### src/core/acs_consts.vh
`ifndef ACS_CONSTS_VH
`define ACS_CONSTS_VH

// Clock period
`define ACS_CLK_NS          10
// Conversion time unit, 30.52 us
`define ACS_CONV_UNIT_NS    30520
// Accumulator update period, 0.5 s
`define ACS_ACC_PERIOD_MS   500

// Slot count and widths
`define ACS_SLOTS           8
`define ACS_SLOT_W          3
`define ACS_RES_W           16

// Control register fields
`define ACS_CTL_EN_BIT      7
`define ACS_CTL_RES_HI      6
`define ACS_CTL_RES_LO      4
`define ACS_CTL_REF_BIT     3
`define ACS_CTL_SEL_HI      2
`define ACS_CTL_SEL_LO      0
`define ACS_CTL_RESET       8'h00

// Result register fields
`define ACS_RES_SIGN_BIT    15
`define ACS_RES_MAG_HI      14
`define ACS_MAG_BITS        15
`define ACS_RES_MIN_BITS    8

// Input source codes
`define ACS_SRC_CURRENT     3'h0
`define ACS_SRC_INT_TEMP    3'h1
`define ACS_SRC_THERM       3'h2
`define ACS_SRC_PACK        3'h3
`define ACS_SRC_RSVD        3'h4
`define ACS_SRC_AUX         3'h5
`define ACS_SRC_OFFSET      3'h6

// Slot numbers
`define ACS_SLOT_CURRENT    3'h0
`define ACS_SLOT_LAST       3'h7

// Register port offsets
`define ACS_ADDR_W          5
`define ACS_OFF_CTRL        5'h00
`define ACS_OFF_STATUS      5'h08
`define ACS_OFF_CYCLES      5'h09
`define ACS_OFF_RESULT      5'h10

`endif

### src/core/acs_timer.v
`include "acs_consts.vh"

module acs_timer #(
    parameter W = 32
) (
    input  wire         mclk,
    input  wire         rst,
    input  wire         start,
    input  wire [W-1:0] load,
    output wire         busy,
    output reg          done
);

    reg [W-1:0] count_reg;
    reg         busy_reg;

    assign busy = busy_reg;

    // Counts load cycles after start, then pulses done
    always @(posedge mclk or posedge rst) begin
        if (rst) begin
            count_reg <= {W{1'b0}};
            busy_reg  <= 1'b0;
            done      <= 1'b0;
        end else begin
            done <= 1'b0;
            if (start) begin
                count_reg <= load - {{(W-1){1'b0}}, 1'b1};
                busy_reg  <= 1'b1;
            end else if (busy_reg) begin
                if (count_reg == {W{1'b0}}) begin
                    busy_reg <= 1'b0;
                    done     <= 1'b1;
                end else begin
                    count_reg <= count_reg - {{(W-1){1'b0}}, 1'b1};
                end
            end
        end
    end

endmodule

### src/core/acs_accum.v
`include "acs_consts.vh"

module acs_accum (
    input  wire        mclk,
    input  wire        rst,
    input  wire        tick,
    input  wire        accum_enable,
    input  wire [15:0] source,
    output reg  [31:0] charge_sum,
    output reg  [31:0] discharge_charge_sum,
    output reg  [31:0] charge_time_count,
    output reg  [31:0] discharge_time_count
);

    wire        sign = source[`ACS_RES_SIGN_BIT];
    wire [31:0] mag  = {17'h00000, source[`ACS_RES_MAG_HI:0]};

    // Sign selects charge or discharge pair
    always @(posedge mclk or posedge rst) begin
        if (rst) begin
            charge_sum           <= 32'h00000000;
            discharge_charge_sum <= 32'h00000000;
            charge_time_count    <= 32'h00000000;
            discharge_time_count <= 32'h00000000;
        end else if (tick && accum_enable) begin
            if (sign) begin
                discharge_charge_sum <= discharge_charge_sum + mag;
                discharge_time_count <= discharge_time_count + 32'h00000001;
            end else begin
                charge_sum        <= charge_sum + mag;
                charge_time_count <= charge_time_count + 32'h00000001;
            end
        end
    end

endmodule

### src/core/acs_seq.v
// Summary of operation
// - Slot control and result registers go through the serial bus register port; conv_enable and accum_enable are direct inputs.
// - While enabled and active, conversion cycles of eight slots run back to back.
// - Slots are visited in fixed order, each converted as its fields describe.
// - Enabled slots convert; disabled slots are skipped straight to the next slot.
// - Control byte: enable bit 7, resolution 6-4, reference bit 3, input 2-0.
// - Each slot's conversion lands in that slot's own 16-bit result register.
// - Input codes: current, int temp, thermistor, pack, reserved, aux, offset.
// - Magnitude resolution is eight plus the resolution code, 8 to 15 bits.
// - Conversion time is 30.52 us times two to the power resolution plus one.
// - Reference bit 0 is differential 170mV, 1 is single-ended 340mV.
// - Results are sign-magnitude: sign bit 15, magnitude bits 14 to 0.
// - Short results are left-aligned with zeros in unused low magnitude bits.
// - Slot inputs are not fixed: each slot converts whichever input code its own control byte selects.
// - Charge and discharge sums and time counts use only the slot 0 result.
// - Offset source shorts the converter input to ground for the conversion.
// - Thermistor current source is on only during external temperature conversions.
// - With accumulation enabled, sums add their source result every 0.5 seconds.
`include "acs_consts.vh"

module acs_seq #(
    parameter integer CONV_UNIT_CYCLES = `ACS_CONV_UNIT_NS / `ACS_CLK_NS,
    parameter integer ACC_TICK_CYCLES  = `ACS_ACC_PERIOD_MS * 100000 / `ACS_CLK_NS * 10
) (
    input  wire                   mclk,
    input  wire                   rst,
    input  wire [`ACS_ADDR_W-1:0] bus_addr,
    input  wire                   bus_wr_en,
    input  wire [7:0]             bus_wdata,
    input  wire                   bus_rd_en,
    output reg  [7:0]             bus_rdata,
    input  wire                   conv_enable,
    input  wire                   accum_enable,
    output reg                    adc_start,
    output reg                    adc_active,
    output reg  [2:0]             adc_input_sel,
    output reg                    adc_ref_sel,
    output reg  [2:0]             adc_res_code,
    output reg                    adc_short_gnd,
    output reg                    therm_src_en,
    input  wire                   adc_sign,
    input  wire [14:0]            adc_raw,
    output reg  [2:0]             cur_slot,
    output reg                    cycle_done,
    output reg  [15:0]            current_slot_result,
    output wire [31:0]            charge_sum,
    output wire [31:0]            discharge_charge_sum,
    output wire [31:0]            charge_time_count,
    output wire [31:0]            discharge_time_count
);

    localparam [1:0] ST_IDLE   = 2'h0;
    localparam [1:0] ST_SELECT = 2'h1;
    localparam [1:0] ST_CONV   = 2'h2;

    // Slot control and result storage
    reg  [7:0]  ctrl_reg   [0:`ACS_SLOTS-1];
    reg  [15:0] result_reg [0:`ACS_SLOTS-1];

    reg  [1:0]  state_reg;
    reg  [1:0]  state_next;
    reg  [2:0]  slot_reg;
    reg  [2:0]  slot_next;
    reg  [15:0] cycles_reg;
    reg         conv_start;
    reg         result_we;
    reg         wrap;

    wire [7:0]  ctrl_cur  = ctrl_reg[slot_reg];
    wire        slot_en   = ctrl_cur[`ACS_CTL_EN_BIT];
    wire [2:0]  res_code  = ctrl_cur[`ACS_CTL_RES_HI:`ACS_CTL_RES_LO];
    wire        ref_bit   = ctrl_cur[`ACS_CTL_REF_BIT];
    wire [2:0]  sel_code  = ctrl_cur[`ACS_CTL_SEL_HI:`ACS_CTL_SEL_LO];

    wire        conv_busy;
    wire        conv_done;
    wire        tick_busy;
    wire        acc_tick;

    wire [31:0] conv_load;
    wire [4:0]  conv_shift;
    wire [3:0]  pad_bits;
    wire [14:0] mag_aligned;
    wire [15:0] result_word;
    wire [3:0]  res_bits;
    wire [3:0]  adc_bits;
    wire [31:0] tick_load;

    integer i;
    integer j;

    // Magnitude bits are eight plus the code
    assign res_bits   = 4'h8 + {1'b0, res_code};
    assign adc_bits   = 4'h8 + {1'b0, adc_res_code};

    // Cycles = unit * 2^(bits + 1)
    assign conv_shift = {1'b0, res_bits} + 5'h01;
    assign conv_load  = CONV_UNIT_CYCLES[31:0] << conv_shift;

    // Tick timer rests one cycle between runs, so load one less
    assign tick_load  = ACC_TICK_CYCLES[31:0] - 32'h00000001;

    // Left-align the raw magnitude
    assign pad_bits    = 4'hF - adc_bits;
    assign mag_aligned = adc_raw << pad_bits;
    assign result_word = {adc_sign, mag_aligned};

    // Register port address decode
    wire        hit_ctrl    = (bus_addr[4:3] == 2'h0);
    wire        hit_status  = (bus_addr == `ACS_OFF_STATUS);
    wire        hit_cycles  = (bus_addr == `ACS_OFF_CYCLES);
    wire        hit_result  = bus_addr[4];
    wire [2:0]  ctrl_index  = bus_addr[2:0];
    wire [2:0]  res_index   = bus_addr[3:1];
    wire        res_high    = bus_addr[0];
    wire [15:0] res_sel     = result_reg[res_index];
    wire [7:0]  status_byte = {conv_enable, accum_enable, 1'b0, conv_busy, 1'b0, slot_reg};
    reg  [7:0]  rdata_next;

    // Control register writes from the serial bus port
    always @(posedge mclk or posedge rst) begin
        if (rst) begin
            for (i = 0; i < `ACS_SLOTS; i = i + 1) begin
                ctrl_reg[i] <= `ACS_CTL_RESET;
            end
        end else if (bus_wr_en && hit_ctrl) begin
            ctrl_reg[ctrl_index] <= bus_wdata;
        end
    end

    // Read data select, unmapped addresses read zero
    always @* begin
        rdata_next = 8'h00;
        if (hit_ctrl) begin
            rdata_next = ctrl_reg[ctrl_index];
        end else if (hit_status) begin
            rdata_next = status_byte;
        end else if (hit_cycles) begin
            rdata_next = cycles_reg[7:0];
        end else if (hit_result) begin
            rdata_next = res_high ? res_sel[15:8] : res_sel[7:0];
        end
    end

    // Register read path, registered one cycle after strobe
    always @(posedge mclk or posedge rst) begin
        if (rst) begin
            bus_rdata <= 8'h00;
        end else if (bus_rd_en) begin
            bus_rdata <= rdata_next;
        end
    end

    // Slot sequencer
    always @* begin
        state_next = state_reg;
        slot_next  = slot_reg;
        conv_start = 1'b0;
        result_we  = 1'b0;
        wrap       = 1'b0;
        case (state_reg)
            ST_IDLE: begin
                if (conv_enable) begin
                    state_next = ST_SELECT;
                    slot_next  = `ACS_SLOT_CURRENT;
                end
            end
            ST_SELECT: begin
                if (!conv_enable) begin
                    state_next = ST_IDLE;
                end else if (slot_en) begin
                    conv_start = 1'b1;
                    state_next = ST_CONV;
                end else begin
                    slot_next = slot_reg + 3'h1;
                    wrap      = (slot_reg == `ACS_SLOT_LAST);
                end
            end
            ST_CONV: begin
                if (conv_done) begin
                    result_we  = 1'b1;
                    slot_next  = slot_reg + 3'h1;
                    wrap       = (slot_reg == `ACS_SLOT_LAST);
                    state_next = conv_enable ? ST_SELECT : ST_IDLE;
                end
            end
            default: begin
                state_next = ST_IDLE;
            end
        endcase
    end

    always @(posedge mclk or posedge rst) begin
        if (rst) begin
            state_reg <= ST_IDLE;
            slot_reg  <= 3'h0;
        end else begin
            state_reg <= state_next;
            slot_reg  <= slot_next;
        end
    end

    // Completed cycles counter
    always @(posedge mclk or posedge rst) begin
        if (rst) begin
            cycles_reg <= 16'h0000;
            cycle_done <= 1'b0;
        end else begin
            cycle_done <= wrap;
            if (wrap) begin
                cycles_reg <= cycles_reg + 16'h0001;
            end
        end
    end

    // Result storage, written only on completion
    always @(posedge mclk or posedge rst) begin
        if (rst) begin
            for (j = 0; j < `ACS_SLOTS; j = j + 1) begin
                result_reg[j] <= 16'h0000;
            end
        end else if (result_we) begin
            result_reg[slot_reg] <= result_word;
        end
    end

    // Slot 0 result feeds the accumulators
    always @(posedge mclk or posedge rst) begin
        if (rst) begin
            current_slot_result <= 16'h0000;
        end else if (result_we && (slot_reg == `ACS_SLOT_CURRENT)) begin
            current_slot_result <= result_word;
        end
    end

    // Converter drive, held through the conversion
    always @(posedge mclk or posedge rst) begin
        if (rst) begin
            adc_start     <= 1'b0;
            adc_active    <= 1'b0;
            adc_input_sel <= 3'h0;
            adc_ref_sel   <= 1'b0;
            adc_res_code  <= 3'h0;
            adc_short_gnd <= 1'b0;
            therm_src_en  <= 1'b0;
            cur_slot      <= 3'h0;
        end else begin
            adc_start <= conv_start;
            cur_slot  <= slot_next;
            if (conv_start) begin
                adc_active    <= 1'b1;
                adc_input_sel <= sel_code;
                adc_ref_sel   <= ref_bit;
                adc_res_code  <= res_code;
                adc_short_gnd <= (sel_code == `ACS_SRC_OFFSET);
                therm_src_en  <= (sel_code == `ACS_SRC_THERM);
            end else if (conv_done) begin
                adc_active    <= 1'b0;
                adc_short_gnd <= 1'b0;
                therm_src_en  <= 1'b0;
            end
        end
    end

    // Conversion duration timer
    acs_timer #(
        .W (32)
    ) u_conv_timer (
        .mclk  (mclk),
        .rst   (rst),
        .start (conv_start),
        .load  (conv_load),
        .busy  (conv_busy),
        .done  (conv_done)
    );

    // Free-running half-second tick
    acs_timer #(
        .W (32)
    ) u_tick_timer (
        .mclk  (mclk),
        .rst   (rst),
        .start (!tick_busy),
        .load  (tick_load),
        .busy  (tick_busy),
        .done  (acc_tick)
    );

    // Charge and discharge sums and time counts
    acs_accum u_accum (
        .mclk                 (mclk),
        .rst                  (rst),
        .tick                 (acc_tick),
        .accum_enable         (accum_enable),
        .source               (current_slot_result),
        .charge_sum           (charge_sum),
        .discharge_charge_sum (discharge_charge_sum),
        .charge_time_count    (charge_time_count),
        .discharge_time_count (discharge_time_count)
    );

endmodule

### config.mk
export PLATFORM = sky130hd
export DESIGN_NAME = acs_seq
export DESIGN_NICKNAME = d
export VERILOG_FILES = /design/src/core/acs_timer.v /design/src/core/acs_accum.v /design/src/core/acs_seq.v
export VERILOG_INCLUDE_DIRS = /design/src /design/src/core
export SDC_FILE = /design/constraint.sdc
export NUM_CORES = 1
export LEC_CHECK = 0
export BUFFER_PORTS_ARGS = -buffer_cell sky130_fd_sc_hd__buf_2
export CAP_MARGIN = 40
export CORE_AREA = 10 10 222 224
export DETAILED_ROUTE_END_ITERATION = 7
export DIE_AREA = 0 0 232 234
export PLACE_DENSITY = 0.74
export SETUP_SLACK_MARGIN = 0.3
export SYNTH_ARGS = -nofsm -noshare
export SYNTH_HDL_FRONTEND = slang
export SYNTH_HIERARCHICAL = 1
export SYNTH_SLANG_ARGS = --single-unit
### constraint.sdc
create_clock -name mclk -period 13.6 [get_ports mclk]
set_input_delay 2.72 -clock mclk [delete_from_list [all_inputs] [get_ports mclk]]
set_output_delay 2.72 -clock mclk [all_outputs]
set_load 0.01 [all_outputs]
# After elaboration in Yosys (flattened, before gate mapping)
# Cells that the tools add are included.
# op_classes
addsub	13
order_cmp	5
eq_ne	14
shifts	2
n_mux	59
n_bitwise	4
n_reduce_logical	18
# op_table
cell	count
32-bit 2-to-1 mux	5
128-bit bitwise mux	1
32-bit by 1-bit subtractor with 32-bit output (second input constant)	3
8-bit 2-to-1 mux	10
32-bit by 1-bit adder with 32-bit output (second input constant)	2
32-bit by 15-bit adder with 32-bit output	2
64-bit bitwise mux	1
32-bit zero test	2
16-bit binary-select mux with 3-bit select	1
8-bit binary-select mux with 3-bit select	2
16-bit demux with 3-bit select	1
16-bit 2-to-1 mux	3
12-bit by 5-bit left shift with 32-bit output (first input constant)	1
8-bit demux with 3-bit select	1
1-bit 2-to-1 mux	23
16-bit by 1-bit adder with 16-bit output (second input constant)	1
15-bit by 4-bit left shift with 15-bit output	1
4-bit >= comparator (second input constant)	3
3-bit 2-to-1 mux	4
3-bit NOT with 4-bit output	3
5-bit by 4-bit equality test with 1-bit output (second input constant)	2
2-bit inequality test (second input constant)	5
3-bit one-hot mux with 3 select lines	1
4-bit by 3-bit adder with 4-bit output (first input constant)	2
22 further kinds	35
# word_totals
reg_bits	445
inputBits	35
elab_cells	154

# Longest topological paths before layout
# Gate-level depths: netlist (run 1).
# depth
depth_word	9
mapped_depth	20

# Hierarchy
# The synthesis (run 1) kept the hierarchy.
# by_module_without_submodules
module	instances	cells_each	area_each_um2	seq_area_each_um2
acs_seq	1	1130	12136.6	6030.8
acs_accum	1	659	6710.2	3203.1
acs_timer (u_conv_timer)	1	315	2816.5	850.8
acs_timer (u_tick_timer)	1	307	2786.4	850.8

# Least setup slack after synthesis (run 1)
# Ideal clock, no wire load.
# synth_path
path_kind	in2reg
startpoint	in conv_enable
endpoint	reg u_conv_timer.count_reg[30]
arrival_ns	6.574
t_required_ns	13.462
path_slack_ns	6.888
stages	17
path_cell_list	nand3_1 inv_1 buf_6 buf_2 buf_2 buf_1 buf_1 buf_2 mux2i_1 ha_1 nor4bb_1 o22ai_1 or3_1 buf_2 nor4_2 a211o_1 o211ai_1
# synth_via
elab_chain_cells	4
word_cells_on_any_way	6
cone_classes	eq/ne: 1; mux: 3; reduce/logical: 2
# synth_rtl
element	line	source
from (decl)	acs_seq.v:32	input wire conv_enable,
1-bit 2-to-1 mux *	acs_seq.v:169	if (!conv_enable) begin
1-bit 2-to-1 mux *	acs_seq.v:161	case (state_reg)
via conv_start	acs_seq.v:65	reg conv_start;
2-bit inequality test (no source line) or 2-bit nonzero test (tied branches)	n/a	
2-bit AND reduction (no source line)	n/a	
to (signal assigned)	acs_timer.v:22	count_reg <= {W{1'b0}};
to (signal assigned)	acs_timer.v:28	count_reg <= load - {{(W-1){1'b0}}, 1'b1};
to (signal assigned)	acs_timer.v:35	count_reg <= count_reg - {{(W-1){1'b0}}, 1'b1};
to (decl)	acs_timer.v:14	reg [W-1:0] count_reg;
# Mark *: on every way through the listed nets, which the timed path passes. The rest lies on a longest branch.
# A chain may end at the register's enable or synchronous reset.

# Worst setup path in the final report (run 1)
# Ends and elaborated chain as after synthesis.

==> out/results.txt, run 1 <==
Status: finished, final reports clean
CP Max Fanout: 55
Post-Syn Area per Cell: 10.1 µm²
Vias in the first global route: 19422
Setup TNS: 0 ps
Die Y: 234 µm
Nets: 2768
Placer Congestion: 0.938
Final Cycle Share: 49.9%
CTS buffer count: 47
CTS Buffer Depth: 3
Sw power: 1.37 mW
Flops & latches, synth: 437
CP Data Arrival Time: 7230 ps
Max reg flops: 128
CTS tree: built
Vias post-DR: 19401
Worst skew pair latency: 610 ps
Post-synthesis instance total: 2411
Post-CTS Hold Buffers: 0
Seq pwr share: 39.2%
EDFF count, synth: 0
Final slew viol count: 0
Multi-input gate area: 0.0132 mm²
Area Overhead vs Synth: 14.4%
Setup repair bufs after CTS: 0
IO Count: 202
GR Overflow Total: 0
Combinational Power Share: 29.1%
Port Buffer Count: 201
Achievable Freq: 147 MHz
Average wire per cell in the routed design: 19.7 µm
Via/cell ratio: 5.86
Crit start category: input pin
Clock power share: 31.8%
Dominant cell type by area after synthesis: dfrtp_1
Simple-gate share of the synthesized area: 17.1%
DP Wirelength: 46700 µm
Finish-stage setup viols: 0
Tmin final: 6790 ps
Syn. warnings: 6
CTS clk-pin slew, worst paths: 60 ps
Slew HR: 31.9%
Synth cell types: 105
Cell row count: 78
Initial core utilization: 54.5%
Final hold viol count: 0
Clock root cell: clkbuf_16
Static Leak: 12.6 nW
WP data required: 14050 ps
Maximum vdd drop: 0.0808 mV
Post-route ant nets: 0
Crit path kind: in2reg
Hold Crit Class: reg2reg
First-pass GRT wire length: 105000 µm
Drt first pass iters: 7
TritonCTS Sinks: 437
Post-synth ARST share: 100%
P_int: 2.60 mW
Fraction of layout cells with a size suffix above 1: 19.0%
XOR/XNOR Fraction of Synth Area: 8.42%
Largest net degree at the start of global routing: 91
Cell area after synthesis: 0.0244 mm²
RSZ-0062 raised after global routing: false
Synth Area in Adders: 2.67%
Clock skew: 34.7 ps
Worst slew pin tran: 1020 ps
Top post-synthesis cells by area: dfrtp_1 (45%), nand2_1 (5.3%), xnor2_1 (5.3%)
Core Box Area: 0.0449 mm²
Filler cells: 3604
Routed WL: 65200 µm
Pwr dens: 142 mW/mm²
Post-CTS Resized: 0
DIE AREA: 0.0543 mm²
Max Cap Viol: 0
Sequential-to-total area share from yosys stat: 44.7%
Crit end category: register
CTS H-tree depth: 2
Most common flop cell mapped by yosys: dfrtp_1
Storage cell area: 0.0109 mm²
Final hold slack: 461 ps
DRC violations left: 0
Initial antenna violation count: 3
Switching share of power: 34.5%
Mux contribution to synthesized area: 13.3%
Die X: 232 µm
Largest family of logic cells by synthesized area: simple AND/OR/NAND/NOR gates
Complex-gate fraction of the synthesized area: 11.1%
Area share of the largest cell type after synthesis: 44.7%
Iteration-0 DRC Markers: 1577
Tot GR Track Use: 23.8%
## stage by stage
stage / instance area [µm²] / setup WS, ps / power [mW] / std cells / util [%]
after detailed placement: 26500 / 6320 / 2.70 / 3233 / 59.0
after CTS: 28000 / 6960 / 3.97 / 3312 / 62.3
after floorplan: 24800 / 4260 / 2.38 / 2510 / -
final: 28000 / 6810 / 3.97 / 3313 / 62.3
after global routing: 28000 / 6390 / 4.16 / 3313 / 62.3
after global placement: 26200 / 6550 / 2.66 / 3219 / 58.5
## cell usage after synthesis (24+ instances only)
master / number
nand4_1: 31
nor3_1: 68
nand2_1: 347
buf_2: 25
clkbuf_1: 62
a21oi_1: 73
mux2i_1: 95
o21ai_0: 208
ha_1: 49
nand3_1: 74
xnor2_1: 147
mux2_2: 99
mux4_2: 48
inv_1: 37
xor2_1: 88
and3_1: 24
nor4_1: 27
nor2_1: 137
dfrtp_1: 437
## logic make-up after synthesis
kind of cell	after synthesis
and+or+nand+nor	849
AOI/OAI and AO/OA	437
DFF	437
muxes	248
xor gates and xnor gates	235
buffers and inverters	152
adders and majority gates	51
other	2
## layout make-up
cell class                      count  area share (%)
Inverter                           39           0.559
Clock buffer                       64            4.79
Antenna cell                        1         0.00894
Tap cell                          600            2.68
Multi-Input combinational cell   1921            47.3
Sequential cell                   437            39.1
Clock inverter                     15           0.555
Timing Repair Buffer              236            4.98
## critical path, stage by stage
cell      delay, ps
buf_2           140
nand3_1         350
inv_2           720
buf_4           630
mux2i_1         310
ha_1            250
nor4b_1         490
o22ai_1         350
or3_1           610
nor4_2          390
a211o_1         180
o211ai_1         80
## final timing paths
kind	from	end	slack, ps	cells after the start
max	conv_enable	u_conv_timer/count_reg[30]	6810	12
min	u_accum/discharge_charge_sum[31]	u_accum/discharge_charge_sum[31]	460	1
max reg2reg	cur_slot[1]	u_conv_timer/count_reg[30]	7380	14
min reg2reg	u_accum/discharge_charge_sum[31]	u_accum/discharge_charge_sum[31]	460	1
max in group asynchronous	rst	u_accum/charge_time_count[0]	9920	3
min in group asynchronous	rst	current_slot_result[5]	2260	2
## power groups by stage
stage / Sequential, mW / Clock [mW] / Combinational [mW]
after floorplan: 1.53 / 0 / 0.856
after global placement: 1.57 / 0 / 1.10
after detailed placement: 1.57 / 0 / 1.13
after CTS: 1.55 / 1.28 / 1.14
after global routing: 1.57 / 1.34 / 1.26
final: 1.55 / 1.26 / 1.15
## cell usage in the layout (no fill, tap or decap), types with 11 or more instances in the layout
cell,instances
nand3_1,74
buf_4,23
nor2b_1,14
xnor2_1,147
buf_2,201
mux2i_1,95
nor3_1,68
nand4_1,31
a21oi_1,73
and3_1,24
or3_1,12
a21o_1,14
mux2_2,99
nor2_1,137
nor4_1,27
and2_1,15
dfrtp_1,437
clkbuf_16,48
ha_1,49
inv_1,33
o211ai_1,11
conb_1,101
o21ai_0,208
nand2_1,347
xor2_1,88
mux4_2,48
## metal layers
metal  vias up  GRT usage [%]  routed length [µm]
met5         -              0                  26
met4         4           7.68                1700
met3       114           4.91                4510
met2       635           39.2               31000
met1      9579           31.1               27900
li1       9069              -                   -
Power figures use the tool's default switching activity.
==> inputs of run 2 (changes only) <==
--- a/config.mk
+++ b/config.mk
@@ -6,12 +6,13 @@
 export SDC_FILE = /design/constraint.sdc
 export NUM_CORES = 1
 export LEC_CHECK = 0
+export ABC_AREA = 1
 export BUFFER_PORTS_ARGS = -buffer_cell sky130_fd_sc_hd__buf_2
 export CAP_MARGIN = 40
-export CORE_AREA = 10 10 222 224
+export CORE_AREA = 10 10 235 237
 export DETAILED_ROUTE_END_ITERATION = 7
-export DIE_AREA = 0 0 232 234
-export PLACE_DENSITY = 0.74
+export DIE_AREA = 0 0 245 247
+export PLACE_DENSITY = 0.76
 export SETUP_SLACK_MARGIN = 0.3
 export SYNTH_ARGS = -nofsm -noshare
 export SYNTH_HDL_FRONTEND = slang
==> constraint.sdc (replaced) <==
create_clock -name mclk -period 6 [get_ports mclk]
set_input_delay 1.2 -clock mclk [delete_from_list [all_inputs] [get_ports mclk]]
set_output_delay 1.2 -clock mclk [all_outputs]
set_load 0.01 [all_outputs]
==> out/results.txt, run 2 <==
Status: finished, final reports clean
Vias in the first global route: 24244 (+25%)
Final hold viol count: 0 (unchanged)
Syn. warnings: 6 (unchanged)
Post-route ant nets: 0 (unchanged)
Area share of the largest cell type after synthesis: 39.8% (-5.0 points)
CP Cell Sequence: inv_2, nand3_1, o21ai_1, nor2_2, nand2_4, ha_1, ha_1, or2_2, o21ai_1, nor2_1, inv_1, nand2_1, nand2_1, nand2_1, nor2_1, nand2_1, nor2_1, nand3b_1, nand3_1, nand2_1
Tmin final: 4310 ps
Cell row count: 83 (+6.4%)
Initial antenna violation count: 1 (-2)
DIE AREA: 0.0605 mm² (+11%)
Nets: 4326 (+56%)
Vias post-DR: 26017 (+34%)
Seq pwr share: 37.1% (-2.1 points)
Worst skew pair latency: 600 ps (about the same)
Finish-stage setup viols: 0 (unchanged)
Top post-synthesis cells by area: dfrtp_1 (40%), nand2_1 (23%), inv_1 (6.6%)
# placed instances: 4869 (+51%)
Crit-path slowest cell: dfrtp_1
Post-CTS Resized: 0 (unchanged)
Pwr dens: 303 mW/mm² (+110%)
Setup TNS: 0 ps (unchanged)
Max Cap Viol: 0 (unchanged)
Commonest non-fill, non-tap cells in the layout: nand2_1 (1665), inv_1 (481), dfrtp_1 (437), o21ai_0 (285), nor2_1 (259)
CP Data Arrival Time: 4800 ps (-2430 ps)
Hold Crit Class: reg2reg
Post-synthesis instance total: 4045 (+68%)
Final slew viol count: 0 (unchanged)
EDFF count, synth: 0 (unchanged)
CP delay by family, top: simple AND/OR/NAND/NOR gates
RSZ-0062 raised after global routing: false
Die Y: 247 µm (+5.6%)
P_int: 5.92 mW (+130%)
Initial core utilization: 54.3% (-0.20 points)
Most common flop cell mapped by yosys: dfrtp_1
Placer Congestion: 0.988 (+5.3%)
Switching share of power: 36.6% (+2.1 points)
GR Overflow Total: 0 (unchanged)
Tot GR Track Use: 25.5% (+1.7 points)
CTS clk-pin slew, worst paths: 60 ps (about the same)
Achievable Freq: 232 MHz
Dominant cell type by area after synthesis: dfrtp_1
Clock power share: 34.6% (+2.8 points)
Clock root cell: clkbuf_16
Port Buffer Count: 201 (unchanged)
CP peak stage delay: 960 ps (+240 ps)
Iteration-0 DRC Markers: 2714 (+72%)
Crit end category: register
Synth cell types: 58 (-45%)
Synth cell count leaders: nand2_1 (1665), inv_1 (483), dfrtp_1 (437)
WP data required: 6490 ps (-7560 ps)
IO Count: 202 (unchanged)
Largest net degree at the start of global routing: 131 (+44%)
Most common cell after layout, fill and taps aside: nand2_1
Core Box Area: 0.0507 mm² (+13%)
CTS H-tree depth: 2 (unchanged)
Routed WL: 78400 µm (+20%)
Combinational Power Share: 28.3% (-0.8 points)
Cell area after synthesis: 0.0275 mm² (+12%)
Final Instance Count excl. Fillers: 4962 (+50%)
Via/cell ratio: 5.24 (-10%)
FF-to-FF setup slack: 1690 ps (-5690 ps)
Fraction of layout cells with a size suffix above 1: 12.1% (-6.9 points)
Drt first pass iters: 6 (-1)
Crit start category: register
Sequential-to-total area share from yosys stat: 39.8% (-5.0 points)
CTS tree: built
Worst slew pin tran: 1000 ps (-17.7 ps)
CTS Buffer Depth: 3 (unchanged)
Sw power: 3.42 mW (+150%)
Post-CTS Hold Buffers: 0 (unchanged)
Count leader, synth: nand2_1
Average wire per cell in the routed design: 15.8 µm (-20%)
Die X: 245 µm (+5.6%)
Filler cells: 4727 (+31%)
Setup repair bufs after CTS: 0 (unchanged)
CP Max Fanout: 28 (-49%)
Static Leak: 16.4 nW (+30%)
TritonCTS Sinks: 437 (unchanged)
CTS buffer count: 49 (+4.3%)
Buffer and inverter count on the worst path: 2 (-1)
Clock skew: 13.2 ps (-21.6 ps)
DRC violations left: 0 (unchanged)
First-pass GRT wire length: 127000 µm (+20%)
Flops & latches, synth: 437 (unchanged)
Final Cycle Share: 71.8%
Maximum vdd drop: 0.261 mV (+220%)
Post-Syn Area per Cell: 6.80 µm² (-33%)
DP Wirelength: 56600 µm (+21%)
Area Overhead vs Synth: 12.1%
Slew HR: 32.8% (+0.94 points)
Max reg flops: 128 (unchanged)
Post-synth ARST share: 100% (unchanged)
Crit path kind: reg2reg
Worst path most repeated cell: nand2_1
[run 2: cell count changes in the layout (fill, tap and decap cells not counted), sizes merged, moves of 67 or more]
cell / change
conb: -67
inv: +469
mux2: -103
mux2i: -91
nand2: +1396
nand3: +163
nor2: +179
o21ai: +108
xnor2: -100
[run 2: routing by layer]
layer	wire, µm	GRT usage [%]	share of wire [%]
met5	0	0	0
met4	2150	7.85	2.7
met3	6470	4.79	8.2
met2	35900	41.4	46
met1	33900	34.0	43
[run 2: power by group through the flow]
| stage | Clock (mW) | Sequential (mW) | Combinational [mW] |
|---|---|---|---|
| floorplan | 0 | 3.42 | 1.96 |
| global placement | 0 | 3.50 | 2.57 |
| detailed placement | 0 | 3.50 | 2.61 |
| CTS | 3.28 | 3.45 | 2.62 |
| global route | 3.40 | 3.49 | 2.98 |
| finish | 3.23 | 3.46 | 2.64 |
[run 2: cell type report]
type	count	area (µm²)	share of cell area (%)
inverters	506	1930	6.25
diodes	2	5.00	0.0162
clock buffers	63	1370	4.45
multi-input cells	3017	14100	45.8
repair buffers	229	1270	4.12
flip-flops and latches	437	10900	35.5
clock inverters	28	354	1.15
well taps	680	851	2.76
[run 2: logic make-up (layout without fill, tap and decap cells)]
| group | Yosys count | count (layout) | share of synthesized area [%] |
|---|---|---|---|
| DFF | 437 | 437 | 39.8 |
| and+or+nand+nor | 2450 | 2450 | 38.1 |
| muxes | 5 | 5 | 0.196 |
| buffers and inverters | 623 | 826 | 9.35 |
| other | 2 | 36 | 0.0273 |
| adders and majority gates | 51 | 51 | 2.38 |
| AOI/OAI and AO/OA | 389 | 389 | 7.34 |
| xor gates and xnor gates | 88 | 88 | 2.80 |
[run 2: worst min-delay path: stages (launching register included)]
cell     delay (ps)
dfrtp_1         330
nand2_1          50
nand2_1          60
[run 2: path summary, 6_finish.rpt]
| kind | from | end | depth (start not counted) |
|---|---|---|---|
| max in group asynchronous | rst | u_accum/discharge_charge_sum[15] | 3 |
| worst max-delay path | cur_slot[0] | u_conv_timer/count_reg[25] | 20 |
| min in group asynchronous | rst | result_reg[99] | 2 |
| worst min-delay path | adc_input_sel[2] | adc_input_sel[2] | 2 |
| worst max register to register | cur_slot[0] | u_conv_timer/count_reg[25] | 20 |
| worst min register to register | adc_input_sel[2] | adc_input_sel[2] | 2 |
[run 2: through the flow]
stage / worst slack (ps) / area (µm²) / utilization [%] / hold WS [ps] / total power [mW]
finish: 1690 / 30800 / 60.8 / 476 / 9.34
global placement: 1900 / 29000 / 57.2 / 456 / 6.07
global route: 1290 / 30800 / 60.8 / 487 / 9.87
detailed placement: 1770 / 29100 / 57.4 / 465 / 6.11
floorplan: 1390 / 27600 / - / 442 / 5.37
CTS: 1760 / 30800 / 60.8 / 480 / 9.36
